### src/logic/seprot_regs.svh
// Constants for the serial EEPROM protect/pause control block
`ifndef SEPROT_REGS_SVH
`define SEPROT_REGS_SVH
`define SEPROT_CMD_LATCH_SET   8'h06
`define SEPROT_CMD_LATCH_CLR   8'h04
`define SEPROT_CMD_STAT_READ   8'h05
`define SEPROT_CMD_STAT_WRITE  8'h01
`define SEPROT_CMD_ARR_READ    8'h03
`define SEPROT_CMD_ARR_WRITE   8'h02
`define SEPROT_CMD_MASK        8'hf7
`define SEPROT_SR_BUSY         0
`define SEPROT_SR_LATCH        1
`define SEPROT_SR_PROT_LO      2
`define SEPROT_SR_PROT_HI      3
`define SEPROT_PROT_QUARTER    7'h60
`define SEPROT_PROT_HALF       7'h40
`define SEPROT_BITS_CMD        6'h08
`define SEPROT_BITS_STAT_WR    6'h10
`define SEPROT_BITS_ADDR       6'h10
`define SEPROT_BITS_BYTE       6'h08
`define SEPROT_WRITE_TIME_NS   5000000
`define SEPROT_CLK_NS          100
`define SEPROT_WRITE_CYCLES    (`SEPROT_WRITE_TIME_NS / `SEPROT_CLK_NS)
`endif

### src/logic/seprot_pkg.sv
// Types for the serial EEPROM protect/pause control block
package seprot_pkg;
  typedef enum logic [2:0] {
    SEPROT_IDLE  = 3'b000, // Standby
    SEPROT_CMD   = 3'b001, // Shifting instruction
    SEPROT_SWR   = 3'b010, // Status write data
    SEPROT_ADDR  = 3'b011, // Array address
    SEPROT_DATA  = 3'b100, // Array write data
    SEPROT_OUT   = 3'b101, // Shifting out
    SEPROT_SKIP  = 3'b110  // Ignore rest of frame
  } seprot_state_t;
  typedef struct packed {
    logic sck;   // Synchronised serial clock
    logic csn;   // Synchronised chip select, low active
    logic sdi;   // Synchronised serial input
    logic wpn;   // Synchronised write protect, low active
    logic holdn; // Synchronised pause, low active
  } seprot_pins_t;
endpackage : seprot_pkg

### src/logic/seprot_sync.sv
// Two-flop synchroniser bank for the serial pins
`timescale 1ns/100ps
`default_nettype none
module seprot_sync
  import seprot_pkg::*;
(
  input  wire logic         clock,
  input  wire logic         resetn,
  input  wire seprot_pins_t pinsIn,
  output var  seprot_pins_t pinsOut
);
  seprot_pins_t stage1_r; // First stage, read only by second stage
  seprot_pins_t stage1_nxt;
  seprot_pins_t stage2_nxt;
  // Idle bus levels on reset so no false edge appears
  always_comb begin
    if (!resetn) begin
      stage1_nxt = '{sck: 1'b0, csn: 1'b1, sdi: 1'b0, wpn: 1'b1, holdn: 1'b1};
      stage2_nxt = '{sck: 1'b0, csn: 1'b1, sdi: 1'b0, wpn: 1'b1, holdn: 1'b1};
    end else begin
      stage1_nxt = pinsIn;
      stage2_nxt = stage1_r;
    end
  end
  // Register both stages
  always_ff @(posedge clock) begin
    stage1_r <= stage1_nxt;
    pinsOut  <= stage2_nxt;
  end
endmodule : seprot_sync
`default_nettype wire

### src/logic/seprot_ctrl.sv
// Serial EEPROM slave: status write, block protect, latch, write-protect and pause
//
// Functional notes
// RULE1: Status write changes only block-protect bits
// RULE2: Protect levels: none, 60-7F, 40-7F, all
// RULE3: Status write cycle starts on select rise
// RULE4: Write latch cleared at power-up
// RULE5: Writes refused while write latch clear
// RULE6: Completed writes clear the write latch
// RULE7: Write starts only on exact bit count
// RULE8: Array access ignored during write cycle
// RULE9: Power-up standby, output off, await select fall
// RULE10: Write-protect low blocks array and status writes
// RULE11: Write-protect low holds latch cleared
// RULE12: Running write finishes despite write-protect
// RULE13: Unprotected blocks writable when latch set
// RULE14: Deselect means standby; programming still completes
// RULE15: Standby entered only after programming ends
// RULE16: Output high impedance while deselected
// RULE17: Input sampled on serial clock rise
// RULE18: Output changes after serial clock fall
// RULE19: Pause begins only with serial clock low
// RULE20: Paused: inputs ignored, output tri-stated
// RULE21: Resume only when serial clock low
// RULE22: Host keeps select low during pause
// RULE23: Instruction codes, bit 3 ignored
// RULE24: Status: protect 3:2, latch 1, busy 0
// RULE25: Busy bit high during write cycle
// RULE26: Transfers most significant bit first
// RULE27: Write duration from configurable counter
`timescale 1ns/100ps
`default_nettype none
`include "seprot_regs.svh"
module seprot_ctrl
  import seprot_pkg::*;
#(
  parameter int WRITE_CYCLES = `SEPROT_WRITE_CYCLES
)(
  input  wire logic       clock,
  input  wire logic       resetn,
  input  wire logic       sckPin,
  input  wire logic       csnPin,
  input  wire logic       sdiPin,
  input  wire logic       wpnPin,
  input  wire logic       holdnPin,
  output logic            sdoOut,
  output logic            sdoOen_n,
  output logic [3:0]      statusOut,
  output logic            writeStart,
  output logic [6:0]      writeAddr,
  output logic            activeOut
);
  seprot_pins_t  pinsSync;       // Synchronised pins
  seprot_pins_t  pinsRaw;        // Raw pins, before the synchroniser
  seprot_state_t state_r, state_nxt;
  logic          sckPrev_r, sckPrev_nxt;   // Last sampled clock level
  logic          paused_r, paused_nxt;     // Pause engaged
  logic [7:0]    shift_r, shift_nxt;       // Input shifter
  logic [7:0]    outSh_r, outSh_nxt;       // Output shifter
  logic [5:0]    bitCnt_r, bitCnt_nxt;     // Bits in current phase
  logic [7:0]    cmd_r, cmd_nxt;           // Masked instruction
  logic          latch_r, latch_nxt;       // Write enable latch
  logic [1:0]    prot_r, prot_nxt;         // Block-protect bits
  logic [1:0]    pendProt_r, pendProt_nxt; // Status data awaiting commit
  logic          armed_r, armed_nxt;       // Frame ended at a byte boundary
  logic [6:0]    addr_r, addr_nxt;         // Array address
  logic [31:0]   busyCnt_r, busyCnt_nxt;   // Write cycle timer
  logic          busy_r, busy_nxt;         // Write in progress
  logic          sdo_r, sdo_nxt;
  logic          oen_r, oen_nxt;
  logic          start_r, start_nxt;
  logic          active_r, active_nxt;
  logic          sckRise, sckFall, csRise;
  logic          csPrev_r, csPrev_nxt;

  // Pins gathered into one word for the synchroniser
  assign pinsRaw = '{sck: sckPin, csn: csnPin, sdi: sdiPin, wpn: wpnPin, holdn: holdnPin};
  seprot_sync u_sync (
    .clock  (clock),
    .resetn (resetn),
    .pinsIn (pinsRaw),
    .pinsOut(pinsSync)
  );

  // Address protected under the current level
  function automatic logic isProtected(input logic [1:0] lvl, input logic [6:0] a);
    isProtected = 1'b0;
    case (lvl)
      2'b01:   isProtected = (a >= `SEPROT_PROT_QUARTER); // RULE2
      2'b10:   isProtected = (a >= `SEPROT_PROT_HALF);    // RULE2
      2'b11:   isProtected = 1'b1;                        // RULE2
      default: isProtected = 1'b0;
    endcase
  endfunction : isProtected

  // Clock edges are ignored while paused
  assign sckRise = pinsSync.sck & ~sckPrev_r & ~paused_r & ~pinsSync.csn;  // RULE17 RULE20
  assign sckFall = ~pinsSync.sck & sckPrev_r & ~paused_r & ~pinsSync.csn;  // RULE18 RULE20
  assign csRise  = pinsSync.csn & ~csPrev_r;

  // Next-state logic for the slave; output enable and activity are set in the next block
  always_comb begin
    state_nxt    = state_r;
    sckPrev_nxt  = pinsSync.sck;
    csPrev_nxt   = pinsSync.csn;
    paused_nxt   = paused_r;
    shift_nxt    = shift_r;
    outSh_nxt    = outSh_r;
    bitCnt_nxt   = bitCnt_r;
    cmd_nxt      = cmd_r;
    latch_nxt    = latch_r;
    prot_nxt     = prot_r;
    pendProt_nxt = pendProt_r;
    armed_nxt    = armed_r;
    addr_nxt     = addr_r;
    busyCnt_nxt  = busyCnt_r;
    busy_nxt     = busy_r;
    sdo_nxt      = sdo_r;
    start_nxt    = 1'b0;
    // Self-timed write; runs regardless of select or protect
    if (busy_r) begin
      if (busyCnt_r == 32'h0000_0001) begin
        busy_nxt = 1'b0;                                 // RULE12 RULE25 RULE27
      end
      busyCnt_nxt = busyCnt_r - 32'h0000_0001;           // RULE27
    end
    // Pause engages only with clock low, releases with clock low or on deselect
    if (pinsSync.holdn == 1'b0 && !pinsSync.sck) begin
      paused_nxt = 1'b1;                                  // RULE19
    end else if (pinsSync.holdn && !pinsSync.sck) begin
      paused_nxt = 1'b0;                                  // RULE21
    end
    if (pinsSync.csn) begin
      paused_nxt = 1'b0;
    end
    // Frame end: commit writes only on exact byte count
    if (csRise) begin
      // Write frames commit here; latch commands act even with the latch already set
      if (state_r == SEPROT_SWR || state_r == SEPROT_DATA) begin    // RULE3
        if (armed_r && latch_r && pinsSync.wpn && !busy_r) begin    // RULE5 RULE7 RULE10
          if (state_r == SEPROT_SWR) begin
            prot_nxt = pendProt_r;                                  // RULE1
          end
          start_nxt   = 1'b1;
          busy_nxt    = 1'b1;
          busyCnt_nxt = 32'(WRITE_CYCLES);                          // RULE27
          latch_nxt   = 1'b0;                                       // RULE6
        end
      end else if (state_r == SEPROT_CMD && armed_r && !busy_r) begin
        if (cmd_r == `SEPROT_CMD_LATCH_SET) begin
          latch_nxt = 1'b1;
        end else if (cmd_r == `SEPROT_CMD_LATCH_CLR) begin
          latch_nxt = 1'b0;
        end
      end
      state_nxt = SEPROT_IDLE;                                      // RULE14
      armed_nxt = 1'b0;
    end else if (!pinsSync.csn && state_r == SEPROT_IDLE && csPrev_r) begin
      // Only a falling select leaves standby
      state_nxt  = SEPROT_CMD;                                      // RULE9
      bitCnt_nxt = 6'h00;
      armed_nxt  = 1'b0;
    end else if (sckRise) begin
      shift_nxt  = {shift_r[6:0], pinsSync.sdi};                    // RULE17 RULE26
      bitCnt_nxt = bitCnt_r + 6'h01;
      armed_nxt  = 1'b0;
      case (state_r)
        SEPROT_CMD: begin
          if (bitCnt_r == `SEPROT_BITS_CMD - 6'h01) begin
            cmd_nxt    = {shift_r[6:0], pinsSync.sdi} & `SEPROT_CMD_MASK; // RULE23
            bitCnt_nxt = 6'h00;
            armed_nxt  = 1'b1;
            if (cmd_nxt == `SEPROT_CMD_STAT_WRITE) begin
              state_nxt = SEPROT_SWR;
              armed_nxt = 1'b0;
            end else if (cmd_nxt == `SEPROT_CMD_STAT_READ) begin
              state_nxt = SEPROT_OUT;
              outSh_nxt = {4'h0, prot_r, latch_r, busy_r};          // RULE24 RULE25
            end else if (cmd_nxt == `SEPROT_CMD_ARR_WRITE || cmd_nxt == `SEPROT_CMD_ARR_READ) begin
              state_nxt = busy_r ? SEPROT_SKIP : SEPROT_ADDR;       // RULE8
              armed_nxt = 1'b0;
            end
          end
        end
        SEPROT_SWR: begin
          if (bitCnt_r == `SEPROT_BITS_BYTE - 6'h01) begin
            pendProt_nxt = {shift_r[`SEPROT_SR_PROT_HI - 1], shift_r[`SEPROT_SR_PROT_LO - 1]}; // RULE1 RULE24
            armed_nxt    = 1'b1;                                    // RULE7
          end else if (bitCnt_r == `SEPROT_BITS_BYTE) begin
            // A ninth status bit spoils the frame for good
            state_nxt    = SEPROT_SKIP;
          end
        end
        SEPROT_ADDR: begin
          if (bitCnt_r == `SEPROT_BITS_BYTE - 6'h01) begin
            addr_nxt   = {shift_r[5:0], pinsSync.sdi};
            bitCnt_nxt = 6'h00;
            if (cmd_r == `SEPROT_CMD_ARR_WRITE) begin
              state_nxt = isProtected(prot_r, addr_nxt) ? SEPROT_SKIP : SEPROT_DATA; // RULE13
            end else begin
              state_nxt = SEPROT_OUT;
              outSh_nxt = 8'h00;
            end
          end
        end
        SEPROT_DATA: begin
          if (bitCnt_r == `SEPROT_BITS_BYTE - 6'h01) begin
            bitCnt_nxt = 6'h00;
            armed_nxt  = 1'b1;                                      // RULE7
          end
        end
        default: begin
          armed_nxt = (state_r == SEPROT_SKIP) ? 1'b0 : armed_r;
        end
      endcase
    end else if (sckFall && state_r == SEPROT_OUT) begin
      sdo_nxt   = outSh_r[7];                                       // RULE18 RULE26
      outSh_nxt = {outSh_r[6:0], outSh_r[7]};
    end
    // Write protect low forces the latch clear
    if (!pinsSync.wpn) begin
      latch_nxt = 1'b0;                                             // RULE11
    end
    if (!resetn) begin
      state_nxt = SEPROT_IDLE;
      latch_nxt = 1'b0;                                             // RULE4
      prot_nxt  = 2'b00;
      busy_nxt  = 1'b0;
      paused_nxt = 1'b0;
      armed_nxt = 1'b0;
      busyCnt_nxt = 32'h0000_0000;
    end
  end

  // Output driver only with select low, not paused, while reading
  always_comb begin
    oen_nxt    = ~(!pinsSync.csn && pinsSync.holdn && !paused_r && state_r == SEPROT_OUT); // RULE16 RULE20
    active_nxt = (state_r != SEPROT_IDLE) || busy_r;                                      // RULE15
    if (!resetn) begin
      oen_nxt    = 1'b1;                                                                   // RULE9
      active_nxt = 1'b0;
    end
  end

  // Register all state
  always_ff @(posedge clock) begin
    state_r    <= state_nxt;
    sckPrev_r  <= sckPrev_nxt;
    csPrev_r   <= resetn ? csPrev_nxt : 1'b1;
    paused_r   <= paused_nxt;
    shift_r    <= shift_nxt;
    outSh_r    <= outSh_nxt;
    bitCnt_r   <= bitCnt_nxt;
    cmd_r      <= cmd_nxt;
    latch_r    <= latch_nxt;
    prot_r     <= prot_nxt;
    pendProt_r <= pendProt_nxt;
    armed_r    <= armed_nxt;
    addr_r     <= addr_nxt;
    busyCnt_r  <= busyCnt_nxt;
    busy_r     <= busy_nxt;
    sdo_r      <= sdo_nxt;
    oen_r      <= oen_nxt;
    start_r    <= resetn ? start_nxt : 1'b0;
    active_r   <= active_nxt;
  end

  // Outputs straight from flops
  always_ff @(posedge clock) begin
    sdoOut     <= resetn ? sdo_nxt : 1'b0;
    sdoOen_n   <= oen_nxt;
    statusOut  <= resetn ? {prot_nxt, latch_nxt, busy_nxt} : 4'h0;
    writeStart <= resetn ? start_nxt : 1'b0;
    writeAddr  <= resetn ? addr_nxt : 7'h00;
    activeOut  <= active_nxt;
  end

  chk_latch_wp_low: assert property (@(posedge clock) disable iff (!resetn)
    !pinsSync.wpn |=> !latch_r) else $error("latch set while protect low"); // RULE11
  chk_busy_start: assert property (@(posedge clock) disable iff (!resetn)
    start_r |-> busy_r && !latch_r) else $error("write start without busy"); // RULE3
  chk_start_needs_latch: assert property (@(posedge clock) disable iff (!resetn)
    start_nxt |-> armed_r && latch_r && pinsSync.wpn && !busy_r) else $error("write without latch"); // RULE5
  chk_oen_deselect: assert property (@(posedge clock) disable iff (!resetn)
    $past(pinsSync.csn) |-> oen_r) else $error("output driven while deselected"); // RULE16
  chk_pause_oen: assert property (@(posedge clock) disable iff (!resetn)
    paused_r |=> oen_r) else $error("output driven while paused"); // RULE20
  chk_busy_holds: assert property (@(posedge clock) disable iff (!resetn)
    $rose(busy_r) |-> busy_r [*8]) else $error("write cycle ended early"); // RULE27
  chk_prot_stable: assert property (@(posedge clock) disable iff (!resetn)
    !start_r |-> $stable(prot_r)) else $error("protect bits changed without write"); // RULE1
  chk_idle_standby: assert property (@(posedge clock) disable iff (!resetn)
    pinsSync.csn && !busy_r && state_r == SEPROT_IDLE |=> !active_r) else $error("not standby"); // RULE15
  // Frame-level guards on refused writes
  chk_wp_no_start: assert property (@(posedge clock) disable iff (!resetn)
    !pinsSync.wpn |-> !start_nxt) else $error("write started under protect pin"); // RULE10
  chk_busy_no_addr: assert property (@(posedge clock) disable iff (!resetn)
    busy_r |-> state_r != SEPROT_ADDR && state_r != SEPROT_DATA) else $error("array access during write"); // RULE8
  chk_protect_refuse: assert property (@(posedge clock) disable iff (!resetn)
    csRise && state_r == SEPROT_DATA |-> !isProtected(prot_r, addr_r)) else $error("protected block written"); // RULE13
  chk_latch_hold_busy: assert property (@(posedge clock) disable iff (!resetn)
    busy_r && !start_r |-> !latch_r) else $error("latch set during write cycle"); // RULE6
endmodule : seprot_ctrl
`default_nettype wire

### config.mk
export PLATFORM = sky130hd
export DESIGN_NAME = seprot_ctrl
export DESIGN_NICKNAME = d
export VERILOG_FILES = /design/src/logic/seprot_pkg.sv /design/src/logic/seprot_sync.sv /design/src/logic/seprot_ctrl.sv
export VERILOG_INCLUDE_DIRS = /design/src /design/src/logic
export SDC_FILE = /design/constraint.sdc
export NUM_CORES = 1
export LEC_CHECK = 0
export BUFFER_PORTS_ARGS = -buffer_cell sky130_fd_sc_hd__buf_4
export CAP_MARGIN = 25
export CORE_AREA = 2 2 109 111
export DETAILED_ROUTE_END_ITERATION = 10
export DIE_AREA = 0 0 111 113
export SYNTH_ARGS = -nofsm -noshare
export SYNTH_HDL_FRONTEND = slang
export SYNTH_SLANG_ARGS = --single-unit
### constraint.sdc
create_clock -name clock -period 3.9 [get_ports clock]
set_input_delay 0.78 -clock clock [delete_from_list [all_inputs] [get_ports clock]]
set_output_delay 0.78 -clock clock [all_outputs]
set_load 0.03 [all_outputs]
==> impl_metrics.yaml <==
outcome:
  status: "finished clean"
setup_path:
  cp.arrival_ns: 2.53
  critPathRequiredTime_ns: 3.89
  cp-start-kind: "flip-flop"
  worst_setup_path_end_kind: "flip-flop"
  r2r_setup_slack_ns: 1.36
  critPathKind: "reg -> reg"
  crit_slowest_cell: "or4b_2"
  r2r_cells: 5
  path_cells: "or4b_2 > nor3_1 > buf_4 > nand2_1 > nor2_1"
  critPathMaxFanout: 15
  crit_path_max_incr_delay_ns: 0.85
yosys:
  avgSynthCellArea_um2: 10.60
  synth_edf_count: 30
  synth_cells: 401
  synthFlopType: "dfxtp_1"
  ys_ff_latch: 106
  yosysWarnings: 0
  synth-async-reset-ratio: 0
  synth_cell_types: 49
  syn_nets: 412
  syn_area_mm2: 0.004252
  synth_seq_area_share: 0.5697
drt:
  final_antenna_net_count: 0
  dr_total_vias: 2856
  avgRoutedWirePerCell_um: 14.08
  drtIter0Drc: 131
  routed_wl_mm: 8.042
  firstDrtPassIters: 4
  drc_errors: 0
  avgViaCountPerCell: 5.002
grt:
  grt_max_degree: 27
  antenna_found_initial: 0
  grt_pass1_wl_mm: 14.00
  grt_overflow: 0
  grt_use_total: 0.1397
  grt_pass1_vias: 2828
timing:
  setup_viol_count_final: 0
  period_minus_slack_ns: 2.537
  tns_ns: 0
  max_slew_margin: 0.3837
  skew_ns: 0.005804
  tightestPinTransition_ns: 0.9223
  grt_setup_unrepaired: "false"
  setup_slack_ns: 1.363
  whs_ns: 0.3952
  hold_viol: 0
  finalMaxSlewViolations: 0
  period_share: 0.6505
  fmax_ghz: 0.3942
cells_and_area:
  areaGrowthSynthToFinish_pct: 13.65
  diodes: 0
  fill_cells: 1068
  post-route-util: 0.4287
  fin_area_mm2: 0.004832
  multi_input_area_mm2: 0.001727
  ff_latch_area_mm2: 0.002422
  finalNetCount: 434
  layout-drive-gt1-share: 0.1379
place:
  gp_congestion: 0.8528
  numPortBuffers: 21
  hpwl_mm: 5.530
  dpl_cell_area_mm2: 0.004546
  dp_slack_ns: 1.361
clocking:
  postCtsSetupBuffers: 0
  cts.sinks: 106
  clk_latency_ns: 0.34
  clkSlewWorstSetupHoldPaths_ns: 0.07
  cts_tree: "yes"
  cts_root_buffer: "clkbuf_16"
  ctsResizeCount: 0
  clock_path_buffers: 2
  numCtsBuffers: 9
  htree_levels: 3
  postCtsHoldBufs: 0
power_and_ir_drop:
  p_leak_nw: 1.803
  powerDensity_mw_per_mm2: 424.5
  peakVddDrop_v: 0.0002497
floorplanning:
  pin_count: 22
  start_util: 0.3772
  core_mm2: 0.01127
  placementRows: 39
  die_h_um: 113
  die_area_mm2: 0.01254
  die_w_um: 111
min_path:
  hold_path.class: "reg -> reg"
  whs_path_depth: 0
flow_run:
  max-cap-violations: 0
final cells by class:
cell class,instances,area share
multi-input cells,273,0.3573
flip-flops and latches,106,0.5013
well taps,143,0.03703
repair buffers,25,0.03884
clock buffers,10,0.04738
inverters,8,0.006214
clock inverters,6,0.01191
final timing paths:
path,from,endpoint
hold / removal,u_sync.pinsOut[4]$_SDFF_PN0_,sckPrev_r$_DFF_P_
hold reg to reg,u_sync.pinsOut[4]$_SDFF_PN0_,sckPrev_r$_DFF_P_
setup reg to reg,u_sync.pinsOut[3]$_SDFF_PN1_,cmd_r[5]$_DFFE_PP_
setup / recovery,u_sync.pinsOut[3]$_SDFF_PN1_,cmd_r[5]$_DFFE_PP_
worst max-delay path, delay by kind of cell, from the launching register on:
family / cells / cell delay (ns)
buffers and inverters: 1 / 0.20
and+or+nand+nor: 4 / 1.62
DFF: 1 / 0.36
placed cells by master (no fill, tap or decap), types with 7 or more instances in the layout:
| master | instances |
|---|---|
| dfxtp_1 | 76 |
| nor2_1 | 60 |
| edfxtp_1 | 30 |
| xor2_1 | 26 |
| buf_4 | 25 |
| nand2_1 | 20 |
| and2_1 | 17 |
| a21oi_1 | 16 |
| nand3_1 | 15 |
| nand2b_1 | 12 |
| nor4_1 | 10 |
| xnor2_1 | 9 |
| clkbuf_16 | 9 |
| mux2_2 | 8 |
| inv_1 | 8 |
| nor2b_1 | 7 |
| nor3_1 | 7 |
logic make-up after synthesis:
group           synth area share
flops                     0.5697
xor+xnor                 0.07210
compound gates           0.06386
fa+ha+maj                0.01177
simple gates              0.2348
mux                      0.02354
buf+inv                  0.02413
flip-flops by register name, summed over array words and instances, names as in the netlist, 2 cells and up:
register and cells:
pendProt_r 2, bitCnt_r 6, writeAddr 7, busyCnt_r 32, u_sync.stage1_r 5, statusOut 4
outSh_r 8, addr_r 7, u_sync.pinsOut 5, shift_r 7, prot_r 2, cmd_r 7
state_r 3
layer usage:
layer  global-route usage  routed length (µm)  vias to the layer above
li1                     -                   -                     1452
met1               0.1902                4078                     1350
met2               0.2115                3574                       45
met3              0.03374                 245                        9
met4              0.06500                 144                        0
met5                    0                   0                        -
report_power, final:
group          internal [mW]  switching, mW  leakage (nW)
registers               1.14        0.00860         0.885
clock network          0.450          0.417         0.143
logic                 0.0155         0.0239         0.775
total                   1.60          0.450          1.80
per-stage QoR:
stage | instances | power (mW)
2_1_floorplan | 401 | 1.195
3_3_place_gp | 555 | 1.209
3_5_place_dp | 555 | 1.210
4_1_cts | 571 | 2.075
5_1_grt | 571 | 2.124
6_report | 571 | 2.051
Yosys cell counts (3+ instances only):
cell type,instances,area share
nand3b_1,3,0.0053
nand4b_1,6,0.012
o21ai_0,5,0.0059
edfxtp_1,30,0.21
a22o_1,4,0.0082
clkbuf_1,6,0.0053
nand4_1,6,0.0088
buf_2,6,0.0071
nand3_1,15,0.018
nor3_1,7,0.0082
nor2b_1,7,0.010
xor2_1,26,0.054
ha_1,4,0.012
inv_1,8,0.0071
nor2_1,60,0.053
nor4_1,10,0.015
and2_1,17,0.025
or4_1,6,0.011
mux2_2,8,0.021
dfxtp_1,76,0.36
or3_1,4,0.0059
a21oi_1,16,0.019
nand2b_1,12,0.018
nand2_1,20,0.018
xnor2_1,9,0.019
nor4bb_1,3,0.0071
(Power assumes the default switching activity.)
